<file path="config.mk">
export PLATFORM = sky130hd
export DESIGN_NAME = fmrs_top
export DESIGN_NICKNAME = d
export VERILOG_FILES = /design/src/hw/fmrs_pkg.sv /design/src/hw/fmrs_sync.sv /design/src/hw/fmrs_top.sv
export SDC_FILE = /design/constraint.sdc
export NUM_CORES = 1
export LEC_CHECK = 0
export BUFFER_PORTS_ARGS = -buffer_cell sky130_fd_sc_hd__buf_2
export CORE_UTILIZATION = 40
export CTS_BUF_LIST = sky130_fd_sc_hd__clkbuf_8 sky130_fd_sc_hd__clkbuf_16
export DETAILED_ROUTE_END_ITERATION = 6
export HOLD_SLACK_MARGIN = 0.06
export SYNTH_ARGS = -nofsm -noshare
export SYNTH_HDL_FRONTEND = slang
export SYNTH_SLANG_ARGS = --single-unit
</file>
<file path="constraint.sdc">
create_clock -name ref_clk -period 14.08 [get_ports ref_clk]
set_input_delay 2.112 -clock ref_clk [delete_from_list [all_inputs] [get_ports ref_clk]]
set_output_delay 2.112 -clock ref_clk [all_outputs]
set_load 0.1 [all_outputs]
</file>
<file path="src/hw/fmrs_pkg.sv">
// constants shared by the fault monitor and reset sequencer
// assumes a 100 MHz ref_clk and an APB master with 32-bit data
`default_nettype none

package fmrs_pkg;

  // ****************************************
  // clock and timing
  // ****************************************
  localparam int CLK_PERIOD_NS = 10;
  localparam int SYNTH_LOCK_NS = 2_000_000;
  localparam int SYNTH_LOCK_CYCLES = (SYNTH_LOCK_NS + CLK_PERIOD_NS - 1) / CLK_PERIOD_NS;
  localparam int INIT_FRAMES = 1041;
  localparam int CLK_LOSS_CYCLES = 20000;

  // ****************************************
  // register indices (byte address is four times the index)
  // ****************************************
  localparam logic [5:0] IDX_GEN1 = 6'h00;
  localparam logic [5:0] IDX_GEN2 = 6'h01;
  localparam logic [5:0] IDX_MODE = 6'h02;
  localparam logic [5:0] IDX_SUMMARY = 6'h07;
  localparam logic [5:0] IDX_MON1 = 6'h08;
  localparam logic [5:0] IDX_MON4 = 6'h0b;
  localparam logic [5:0] IDX_MASK1 = 6'h0c;
  localparam logic [5:0] IDX_MASK4 = 6'h0f;
  localparam logic [5:0] IDX_INTSET = 6'h14;
  localparam logic [5:0] IDX_THB_HI = 6'h18;
  localparam logic [5:0] IDX_THB_LO = 6'h19;
  localparam logic [5:0] IDX_THC_HI = 6'h1a;
  localparam logic [5:0] IDX_THC_LO = 6'h1b;
  localparam logic [5:0] IDX_DIAG = 6'h30;

  // ****************************************
  // field positions and reset values
  // ****************************************
  localparam int SOFT_RESET_POS = 0;
  localparam int INT_CLEAR_POS = 0;
  localparam int BIAS_LSB = 4;
  localparam int SYNTH_LSB = 0;
  localparam int VTH_LSB = 0;
  localparam int VBIAS_LSB = 16;
  localparam logic [7:0] GEN1_RST = 8'h00;
  localparam logic [7:0] GEN2_RST = 8'h00;
  localparam logic [7:0] MODE_RST = 8'h00;
  localparam logic [11:0] VTH_RST = 12'h0100;
  localparam logic [11:0] VBIAS_RST = 12'h0800;

  // per-channel fault bit positions; channel 1 also holds the shutdown faults
  localparam int F_OPEN = 0;
  localparam int F_PAIR = 1;
  localparam int F_GND = 2;
  localparam int F_BAT = 3;

  // input-mode codes
  localparam logic [1:0] MODE_MIC = 2'b00;
  localparam logic [1:0] MODE_LINE = 2'b01;
  localparam logic [1:0] MODE_BOOST = 2'b10;

  typedef enum logic [2:0] {ST_OFF, ST_LOCK, ST_FRAME, ST_INIT, ST_RUN} fmrs_state_t;

endpackage

`default_nettype wire

</file>
<file path="src/hw/fmrs_sync.sv">
// two flip-flop synchroniser for a vector of unrelated pin levels
// assumes each bit is an independent level, not a multi-bit word
`default_nettype none

module fmrs_sync #(
  parameter int WIDTH = 8
) (
  input wire logic ref_clk,
  input wire logic rst,
  input wire logic [WIDTH-1:0] d,
  output logic [WIDTH-1:0] q
);

  logic [WIDTH-1:0] meta;

  // first stage feeds only the second
  always_ff @(posedge ref_clk) begin
    if (rst) begin
      meta <= '0;
      q <= '0;
    end else begin
      meta <= d;
      q <= meta;
    end
  end

endmodule

`default_nettype wire

</file>
<file path="src/hw/fmrs_top.sv">
// fault monitor, interrupt line and power-up sequencer of a four-channel converter
// assumes an APB master on ref_clk, SAR results from logic on ref_clk, pins asynchronous
`default_nettype none

// How it works
// - seven fault kinds: open, pair short, ground, battery, bias oc, pump oc, overtemp
// - interrupt line released whenever the power-down pin is low
// - interrupt pulled low by any unmasked fault, never by a masked one
// - interrupt stays low until software writes the clear bit
// - clear bit self-clears and always reads zero
// - ordinary fault status bits are sticky until the clear bit is written
// - masks gate only the interrupt, never the status bits
// - overtemp or overcurrent drop the pump to low power and stop the converter
// - clear leaves the ordinary fault scan running; slot counter and accumulator untouched
// - scan slots: positive inputs 1-4, then negative inputs 1-4
// - scan results are ORed and applied only after slot eight
// - clear keeps any bit whose fault is still present
// - booster open detected against thresholds B and C plus or minus the window
// - internal unbalanced mode performs no diagnosis
// - power-down pin resets registers and all timing
// - serial audio output low during power-down
// - slave mode waits for all three clocks, then a frame rising edge
// - zero audio for 1041 frames after leaving power-down
// - soft reset bit zero powers down and resets timing, registers kept
// - synthesiser powered when selected and bit clock present, then lock wait
// - per-channel two-bit mode picks microphone, line, booster or unbalanced
module fmrs_top #(
  parameter int LOCK_CYCLES = fmrs_pkg::SYNTH_LOCK_CYCLES,
  parameter int CLK_LOSS_CYCLES = fmrs_pkg::CLK_LOSS_CYCLES,
  parameter int INIT_FRAMES = fmrs_pkg::INIT_FRAMES
) (
  input wire logic ref_clk,
  input wire logic rst,
  input wire logic psel,
  input wire logic penable,
  input wire logic pwrite,
  input wire logic [7:0] paddr,
  input wire logic [31:0] pwdata,
  output logic [31:0] prdata,
  output logic pready,
  output logic pslverr,
  input wire logic power_down_pin_n,
  input wire logic slave_mode_pin,
  input wire logic master_clock_in,
  input wire logic bit_clock,
  input wire logic frame_clock,
  input wire logic bias_oc_pin,
  input wire logic cp_oc_pin,
  input wire logic overtemp_pin,
  input wire logic sar_done,
  input wire logic [11:0] sar_code,
  input wire logic conv_data_bit,
  output logic [2:0] sar_slot,
  output logic diag_active,
  output logic int_out,
  output logic int_oe,
  output logic serial_audio_out,
  output logic adc_power_down,
  output logic cp_low_power,
  output logic synth_power_on,
  output logic [3:0] mic_bias_voltage_field,
  output logic [7:0] input_mode
);

  localparam int LOSS_W = $clog2(CLK_LOSS_CYCLES + 1);
  localparam int LOCK_W = $clog2(LOCK_CYCLES + 1);

  // ****************************************
  // pin synchronisers and clock presence
  // ****************************************
  logic [7:0] pin_s;
  logic pdn_n_s;
  logic slave_s;
  logic [2:0] clk_s;
  logic [2:0] clk_prev;
  logic [2:0] clk_ok;
  logic frame_rise;
  logic bias_oc_s;
  logic cp_oc_s;
  logic ot_s;
  logic reg_rst;

  fmrs_sync #(.WIDTH(8)) u_sync (
    .ref_clk(ref_clk),
    .rst(rst),
    .d({power_down_pin_n, slave_mode_pin, master_clock_in, bit_clock, frame_clock,
        bias_oc_pin, cp_oc_pin, overtemp_pin}),
    .q(pin_s)
  );

  assign pdn_n_s = pin_s[7];
  assign slave_s = pin_s[6];
  assign clk_s = pin_s[5:3];
  assign bias_oc_s = pin_s[2];
  assign cp_oc_s = pin_s[1];
  assign ot_s = pin_s[0];
  // pin low resets everything except the synchronisers, clk_prev and prdata
  assign reg_rst = rst | ~pdn_n_s;

  // previous clock levels for edge detection
  always_ff @(posedge ref_clk) begin
    if (rst) begin
      clk_prev <= 3'h0;
    end else begin
      clk_prev <= clk_s;
    end
  end

  assign frame_rise = clk_s[0] & ~clk_prev[0];

  // a clock counts as present while it toggles within the loss window
  for (genvar g = 0; g < 3; g++) begin : g_clk
    logic [LOSS_W-1:0] idle;
    always_ff @(posedge ref_clk) begin
      if (reg_rst) begin
        idle <= LOSS_W'(CLK_LOSS_CYCLES);
      end else if (clk_s[g] != clk_prev[g]) begin
        idle <= '0;
      end else if (idle != LOSS_W'(CLK_LOSS_CYCLES)) begin
        idle <= idle + 1'b1;
      end
    end
    assign clk_ok[g] = idle != LOSS_W'(CLK_LOSS_CYCLES);
  end

  // ****************************************
  // control registers
  // ****************************************
  logic [7:0] gen1;
  logic [7:0] gen2;
  logic [15:0] mask_all;
  logic [3:0] int_set_hi;
  logic [11:0] thb;
  logic [11:0] thc;
  logic [11:0] vth;
  logic [11:0] vbias;
  logic soft_reset_bit;
  logic [1:0] clock_synth_select;
  logic [5:0] idx;
  logic wr;
  logic mapped;
  logic clear_pulse;

  assign idx = paddr[7:2];
  assign wr = psel & penable & pwrite;
  assign soft_reset_bit = gen1[fmrs_pkg::SOFT_RESET_POS];
  assign clock_synth_select = gen2[fmrs_pkg::SYNTH_LSB +: 2];
  assign mic_bias_voltage_field = gen2[fmrs_pkg::BIAS_LSB +: 4];
  // a write of one is a single-cycle command, never stored
  assign clear_pulse = wr & (idx == fmrs_pkg::IDX_INTSET) & pwdata[fmrs_pkg::INT_CLEAR_POS];

  // address decode
  always_comb begin
    mapped = 1'b0;
    if (idx <= fmrs_pkg::IDX_MODE || (idx >= fmrs_pkg::IDX_SUMMARY && idx <= fmrs_pkg::IDX_MASK4) ||
        idx == fmrs_pkg::IDX_INTSET || (idx >= fmrs_pkg::IDX_THB_HI && idx <= fmrs_pkg::IDX_THC_LO) ||
        idx == fmrs_pkg::IDX_DIAG) begin
      mapped = 1'b1;
    end
  end

  // register writes; reset by the power-down pin, kept by soft reset
  always_ff @(posedge ref_clk) begin
    if (reg_rst) begin
      gen1 <= fmrs_pkg::GEN1_RST;
      gen2 <= fmrs_pkg::GEN2_RST;
      input_mode <= fmrs_pkg::MODE_RST;
      mask_all <= 16'h0000;
      int_set_hi <= 4'h0;
      thb <= 12'h000;
      thc <= 12'h000;
      vth <= fmrs_pkg::VTH_RST;
      vbias <= fmrs_pkg::VBIAS_RST;
    end else if (wr) begin
      case (idx)
        fmrs_pkg::IDX_GEN1: gen1 <= pwdata[7:0];
        fmrs_pkg::IDX_GEN2: gen2 <= pwdata[7:0];
        fmrs_pkg::IDX_MODE: input_mode <= pwdata[7:0];
        fmrs_pkg::IDX_INTSET: int_set_hi <= pwdata[7:4];
        fmrs_pkg::IDX_THB_HI: thb[11:4] <= pwdata[7:0];
        fmrs_pkg::IDX_THB_LO: thb[3:0] <= pwdata[7:4];
        fmrs_pkg::IDX_THC_HI: thc[11:4] <= pwdata[7:0];
        fmrs_pkg::IDX_THC_LO: thc[3:0] <= pwdata[7:4];
        fmrs_pkg::IDX_DIAG: begin
          vth <= pwdata[fmrs_pkg::VTH_LSB +: 12];
          vbias <= pwdata[fmrs_pkg::VBIAS_LSB +: 12];
        end
        default: begin
          if (idx >= fmrs_pkg::IDX_MASK1 && idx <= fmrs_pkg::IDX_MASK4) begin
            mask_all[{idx[1:0], 2'b00} +: 4] <= pwdata[3:0];
          end
        end
      endcase
    end
  end

  // ****************************************
  // power-up sequencer
  // ****************************************
  fmrs_pkg::fmrs_state_t state;
  fmrs_pkg::fmrs_state_t next_state;
  logic [LOCK_W-1:0] lock_cnt;
  logic locked;
  logic [10:0] frame_cnt;
  logic clocks_ok;

  // slave mode needs master, bit and frame clock; master mode only the master clock
  assign clocks_ok = slave_s ? (&clk_ok) : clk_ok[2];
  assign synth_power_on = soft_reset_bit & (clock_synth_select != 2'b00) & clk_ok[1];
  assign locked = lock_cnt == LOCK_W'(LOCK_CYCLES);

  // lock timer runs while the synthesiser is powered
  always_ff @(posedge ref_clk) begin
    if (reg_rst || !synth_power_on) begin
      lock_cnt <= '0;
    end else if (!locked) begin
      lock_cnt <= lock_cnt + 1'b1;
    end
  end

  // next state
  always_comb begin
    next_state = state;
    case (state)
      fmrs_pkg::ST_OFF: begin
        if (soft_reset_bit && clocks_ok) begin
          next_state = fmrs_pkg::ST_LOCK;
        end
      end
      fmrs_pkg::ST_LOCK: begin
        if (clock_synth_select == 2'b00 || locked) begin
          next_state = fmrs_pkg::ST_FRAME;
        end
      end
      fmrs_pkg::ST_FRAME: begin
        if (frame_rise) begin
          next_state = fmrs_pkg::ST_INIT;
        end
      end
      fmrs_pkg::ST_INIT: begin
        if (frame_rise && frame_cnt == 11'(INIT_FRAMES - 1)) begin
          next_state = fmrs_pkg::ST_RUN;
        end
      end
      fmrs_pkg::ST_RUN: next_state = fmrs_pkg::ST_RUN;
      default: next_state = fmrs_pkg::ST_OFF;
    endcase
    if (!soft_reset_bit || !clocks_ok) begin
      next_state = fmrs_pkg::ST_OFF;
    end
  end

  // state register and frame counter
  always_ff @(posedge ref_clk) begin
    if (reg_rst) begin
      state <= fmrs_pkg::ST_OFF;
      frame_cnt <= 11'h000;
    end else begin
      state <= next_state;
      if (state != fmrs_pkg::ST_INIT) begin
        frame_cnt <= 11'h000;
      end else if (frame_rise) begin
        frame_cnt <= frame_cnt + 1'b1;
      end
    end
  end

  // ****************************************
  // shutdown faults
  // ****************************************
  logic [2:0] stop_flags; // overtemp, pump overcurrent, bias overcurrent
  logic overtemperature_flag;
  logic charge_pump_overcurrent_flag;
  logic bias_overcurrent_flag;

  // only a restart clears these, the clear bit does not
  always_ff @(posedge ref_clk) begin
    if (reg_rst) begin
      stop_flags <= 3'h0;
    end else if (!soft_reset_bit) begin
      stop_flags <= {ot_s, cp_oc_s, bias_oc_s};
    end else begin
      stop_flags <= stop_flags | {ot_s, cp_oc_s, bias_oc_s};
    end
  end

  assign overtemperature_flag = stop_flags[2];
  assign charge_pump_overcurrent_flag = stop_flags[1];
  assign bias_overcurrent_flag = stop_flags[0];
  assign cp_low_power = |stop_flags;
  assign adc_power_down = (state != fmrs_pkg::ST_INIT && state != fmrs_pkg::ST_RUN) | (|stop_flags);
  assign diag_active = soft_reset_bit & ~charge_pump_overcurrent_flag;

  // audio output held low until the converter is initialised
  always_ff @(posedge ref_clk) begin
    if (reg_rst) begin
      serial_audio_out <= 1'b0;
    end else begin
      serial_audio_out <= (state == fmrs_pkg::ST_RUN) & ~adc_power_down & conv_data_bit;
    end
  end

  // ****************************************
  // channel scan and fault evaluation
  // ****************************************
  logic [1:0] ch;
  logic neg;
  logic [1:0] mode;
  logic [11:0] pos_meas [4];
  logic [3:0] hit;
  logic [15:0] hit_vec;
  logic [15:0] acc;
  logic [15:0] scan_res;
  logic [15:0] last_res;
  logic [15:0] mon;
  logic commit;
  logic [12:0] hi_lim;
  logic [12:0] diff;

  // code lies within centre plus or minus the window
  function automatic logic in_window(input logic [11:0] code, input logic [11:0] centre,
                                     input logic [11:0] win);
    logic [12:0] lo;
    logic [12:0] hi;
    lo = (centre > win) ? {1'b0, centre - win} : 13'h0000;
    hi = {1'b0, centre} + {1'b0, win};
    return ({1'b0, code} >= lo) && ({1'b0, code} <= hi);
  endfunction

  assign ch = sar_slot[1:0];
  assign neg = sar_slot[2];
  assign mode = input_mode[{ch, 1'b0} +: 2];
  assign hi_lim = {1'b0, vbias} + {1'b0, vth};
  assign diff = (pos_meas[ch] > sar_code) ? {1'b0, pos_meas[ch] - sar_code} : {1'b0, sar_code - pos_meas[ch]};

  // fault criteria picked per input mode
  always_comb begin
    hit = 4'h0;
    case (mode)
      fmrs_pkg::MODE_MIC, fmrs_pkg::MODE_LINE: begin
        hit[fmrs_pkg::F_BAT] = {1'b0, sar_code} >= hi_lim;
        hit[fmrs_pkg::F_GND] = sar_code <= vth;
        hit[fmrs_pkg::F_PAIR] = neg & (diff <= {1'b0, vth});
        hit[fmrs_pkg::F_OPEN] = neg ? (sar_code <= vth) : in_window(sar_code, vbias, vth);
      end
      fmrs_pkg::MODE_BOOST: begin
        hit[fmrs_pkg::F_OPEN] = in_window(sar_code, neg ? thc : thb, vth);
      end
      default: hit = 4'h0;
    endcase
  end

  assign hit_vec = 16'(hit) << {ch, 2'b00};
  assign commit = diag_active & sar_done & (sar_slot == 3'h7);
  assign scan_res = acc | hit_vec;

  // slot counter and accumulator; cleared when detection stops
  always_ff @(posedge ref_clk) begin
    if (reg_rst || !diag_active) begin
      sar_slot <= 3'h0;
      acc <= 16'h0000;
      for (int i = 0; i < 4; i++) begin
        pos_meas[i] <= 12'h000;
      end
    end else if (sar_done) begin
      sar_slot <= sar_slot + 1'b1;
      acc <= commit ? 16'h0000 : scan_res;
      if (!neg) begin
        pos_meas[ch] <= sar_code;
      end
    end
  end

  // sticky status; a clear keeps what the last scan still saw
  always_ff @(posedge ref_clk) begin
    if (reg_rst) begin
      mon <= 16'h0000;
      last_res <= 16'h0000;
    end else begin
      if (commit) begin
        last_res <= scan_res;
      end
      if (clear_pulse) begin
        mon <= last_res | (commit ? scan_res : 16'h0000);
      end else if (commit) begin
        mon <= mon | scan_res;
      end
    end
  end

  // ****************************************
  // interrupt line
  // ****************************************
  logic int_latched;
  logic int_set;

  assign int_set = (commit & (|(scan_res & ~mask_all))) | (|stop_flags);

  // set wins over a clear in the same cycle
  always_ff @(posedge ref_clk) begin
    if (reg_rst) begin
      int_latched <= 1'b0;
    end else begin
      int_latched <= int_set | (int_latched & ~clear_pulse);
    end
  end

  assign int_out = 1'b0;
  assign int_oe = int_latched & pdn_n_s;

  // ****************************************
  // APB read path
  // ****************************************
  logic [7:0] rd;

  // read mux
  always_comb begin
    rd = 8'h00;
    case (idx)
      fmrs_pkg::IDX_GEN1: rd = gen1;
      fmrs_pkg::IDX_GEN2: rd = gen2;
      fmrs_pkg::IDX_MODE: rd = input_mode;
      fmrs_pkg::IDX_SUMMARY: begin
        rd = {4'h0, |mon[15:12], |mon[11:8], |mon[7:4], (|mon[3:0]) | (|stop_flags)};
      end
      fmrs_pkg::IDX_MON1: rd = {1'b0, overtemperature_flag, charge_pump_overcurrent_flag,
                                bias_overcurrent_flag, mon[3:0]};
      fmrs_pkg::IDX_INTSET: rd = {int_set_hi, 4'h0};
      fmrs_pkg::IDX_THB_HI: rd = thb[11:4];
      fmrs_pkg::IDX_THB_LO: rd = {thb[3:0], 4'h0};
      fmrs_pkg::IDX_THC_HI: rd = thc[11:4];
      fmrs_pkg::IDX_THC_LO: rd = {thc[3:0], 4'h0};
      default: begin
        if (idx > fmrs_pkg::IDX_MON1 && idx <= fmrs_pkg::IDX_MON4) begin
          rd = {4'h0, mon[{idx[1:0], 2'b00} +: 4]};
        end else if (idx >= fmrs_pkg::IDX_MASK1 && idx <= fmrs_pkg::IDX_MASK4) begin
          rd = {4'h0, mask_all[{idx[1:0], 2'b00} +: 4]};
        end
      end
    endcase
  end

  // read data captured in the setup cycle
  always_ff @(posedge ref_clk) begin
    if (rst) begin
      prdata <= 32'h0000_0000;
    end else if (psel && !penable) begin
      prdata <= (idx == fmrs_pkg::IDX_DIAG) ? {4'h0, vbias, 4'h0, vth} : {24'h00_0000, rd};
    end
  end

  assign pready = 1'b1;
  assign pslverr = psel & penable & ~mapped;

endmodule

`default_nettype wire

</file>
==> results.tsv <==
stage	metric	value	unit
place	dpl cells	2809	
final_layout	commonest non-fill, non-tap cells in the layout	nand2_1, dfxtp_1, a21oi_1	
route	Post-route DRC	0	
run	max_cap viols	0	
floorplan	# IOs	123	
floorplan	Die Wd	219	µm
pwr	Power, Total	1970	µW
synthesis	mean cell area of the mapped netlist	8.48	µm²
pwr	cell-internal power	1490	µW
pwr	VDD IR max	0.0758	mV
sta	min Tclk post-route	6.87	ns
place	Placer Congestion	0.925	
worst_setup_path	Crit Path Max Fanout	21	
clock_network	CTS tree	done	
sta	Max Freq	0.146	GHz
grt	antenna violations before repair	1	
pwr	sequential share of power	47.0	%
pwr	switch share	24.3	%
worst_hold_path	Hold Crit Class	register to register	
sta	Final setup viols	0	
clock_network	CTS Buf Count	35	
final_layout	most common cell after layout, fill and taps aside	nand2_1	
final_layout	design area	20800	µm²
grt	GRT overflow	0	
sta	Final Max Slew Viols	0	
worst_setup_path	critical path class	input port to register	
clock_network	post-CTS resize count	0	
sta	skew final	0.0263	ns
route	routed wire length	54900	µm
clock_network	Worst-Skew Late Latency	0.55	ns
synthesis	number of flops mapped to enable cells by yosys	48	
sta	Hold Fails Final Rpt	0	
route	via count	16300	
worst_setup_path	Critical Path Sink Type	register	
pwr	clock network power share	45.9	%
grt	largest net degree at the start of global routing	86	
synthesis	ys async rst share	0	%
clock_network	root buf cell	clkbuf_16	
worst_setup_path	Arr. time, crit path	7.29	ns
final_layout	total inserted antenna cells	0	
synthesis	synth warn	0	
pwr	Power Dens Cells	94.9	nW/µm²
clock_network	Hold Buf Count CTS	0	
route	DRT iter0 DRCs	1454	
clock_network	clock sink count	318	
synthesis	Distinct cells, synth	82	
worst_setup_path	critical path launch point type	input port	
worst_hold_path	hold depth	1	
grt	total track usage	22.5	%
route	vias per cell	5.69	
synthesis	Synth Flop Type	dfxtp_1	
synthesis	Mapped Cells	2213	
synthesis	Seq/Total Area, Yosys	36.5	%
pwr	part of the power in combinational logic	7.1	%
pwr	sw power	478	µW
run_status	status	complete, no violations	
sta	setup TNS	0	ns
place	DP Area	19600	µm²
grt	vias in the first global route	15000	
sta	fin crit share	48.8	%
place	HPWL after DPL	39900	µm
floorplan	core area	46500	µm²
final_layout	Area growth syn-to-layout	10.5	%
floorplan	die area	47800	µm²
floorplan	num rows	79	
route	first drt pass iteration count	7	
route	ANT nets after route	0	
synthesis	Yosys reg bits	318	
synthesis	Syn Std Cell Area	18800	µm²
floorplan	die span in y	219	µm
place	Buffers on Ports	102	
final_layout	fraction of layout cells with a size suffix above 1	9.95	%
pwr	Leakage	0.00789	µW
clock_network	Max Buffers Root-to-Sink	3	
final_layout	Cell Count, Final, Fillers Out	2869	
sta	Slew HR	18.2	%
worst_setup_path	worst reg2reg path depth	20	
floorplan	Starting Density	40.4	%
final_layout	fin nets	2475	
clock_network	htree depth	2	
worst_setup_path	Worst Path Required	14.50	ns
sta	RSZ-0062 raised after global routing	no	
route	DR WL/cell	19.1	µm
grt	first-pass GRT wire length	84600	µm
sta	slew at the pin closest to its max-slew limit	1.22	ns
clock_network	Setup Fix Bufs, Post-CTS	0	
clock_network	Clock Pin Slew Worst Setup and Hold Paths	0.06	ns
## path summary, 6_finish.rpt
path,from,to,slack (ns)
max,sar_code[5],int_latched,7.21
min,u_sync.meta[6],u_sync.q[6],0.43
max reg2reg,register,int_latched,7.70
min reg2reg,u_sync.meta[6],u_sync.q[6],0.43
## worst max-delay path: stages
cell and delay (ns):
buf_2 0.30, inv_1 0.14, ha_1 0.43, inv_1 0.10, o221ai_2 0.32, a21oi_1 0.16
nor4_4 0.29, buf_4 0.31, mux2_2 0.42, a2111oi_0 0.47, nor2_1 0.11, ha_1 0.31
a21o_1 0.11, nand3_1 0.09, a21oi_1 0.25, o41ai_4 0.17, a21o_1 0.26, and2b_1 0.17
a2111oi_0 0.38, and4_1 0.27, a21oi_2 0.06
## cell usage after synthesis (5+ instances only)
cell type	n	area [µm²]
nor3_1	44	220
a221oi_1	10	87.6
nand3_1	116	581
a22oi_1	8	60.1
nor2_1	158	593
and2_1	8	50.1
a22o_1	6	52.6
o22ai_1	8	50.1
a31oi_1	27	169
and3_1	47	294
o21ai_0	45	225
ha_1	163	2040
a21o_1	25	188
or3_1	10	62.6
nand4_1	52	325
o21bai_1	16	120
o211ai_1	8	60.1
a211oi_1	11	82.6
nor2b_1	46	288
mux4_2	19	428
fa_1	6	120
nand2_1	299	1120
nor4_1	23	144
dfxtp_1	270	5410
nor4b_1	9	78.8
a222oi_1	5	50.1
buf_4	16	120
xor2_1	47	412
clkbuf_1	98	368
buf_2	10	50.1
nor3b_1	6	45.0
a2111oi_0	9	78.8
nand2b_1	19	119
nand3b_1	6	45.0
edfxtp_1	48	1440
xnor2_1	64	561
inv_1	109	409
a21oi_1	217	1090
mux2_2	15	169
buf_1	10	37.5
mux2i_1	21	210
## sequential cells by signal, summed over array words and instances (netlist names), 16 cells and up, named ones only
signal      flops
mon            16
mask_all       16
g_clk.idle     45
pos_meas       48
prdata         24
lock_cnt       18
last_res       16
acc            16
## metal layers
metal / vias up / share of wire, % / GRT usage, %
met4: 2 / 2.4 / 6.00
met3: 82 / 6.2 / 3.22
met2: 548 / 45 / 35.6
met1: 7826 / 47 / 31.9
li1: 7857 / - / -
met5: - / 0.015 / 0
## layout make-up
cell class              count  area [µm²]
clock buffers              42         972
clock inverters            18         155
fillers                  4526       25700
inverters                 109         409
multi-input cells        1658       11000
flip-flops and latches    318        6850
well taps                 607         759
repair buffers            117         623
## through the flow
step | utilization (%) | worst slack [ns] | hold slack, ns
2_1_floorplan | - | 6.02 | 0.413
3_3_place_gp | 42.2 | 6.88 | 0.419
3_5_place_dp | 42.2 | 6.80 | 0.427
4_1_cts | 44.7 | 7.31 | 0.433
5_1_grt | 44.7 | 6.91 | 0.463
6_report | 44.7 | 7.21 | 0.434
## power groups by stage
stage | sequential [µW] | clock [µW] | combinational [µW]
3_5_place_dp | 946 | 0 | 137
2_1_floorplan | 953 | 0 | 88.4
5_1_grt | 926 | 961 | 151
4_1_cts | 926 | 923 | 138
3_3_place_gp | 946 | 0 | 135
6_report | 926 | 904 | 139
## cell families (layout without fill, tap and decap cells)
logic type / count (synthesis) / count (layout) / share of synthesized area (%)
and+or+nand+nor: 865 / 865 / 22.2
DFF: 318 / 318 / 36.5
adders and majority gates: 169 / 169 / 11.5
xor gates and xnor gates: 111 / 111 / 5.18
AOI/OAI and AO/OA: 448 / 448 / 15.0
buffers and inverters: 245 / 286 / 5.33
other: 2 / 10 / 0.0400
muxes: 55 / 55 / 4.30
No activity file was read; power rests on OpenSTA's default activity.
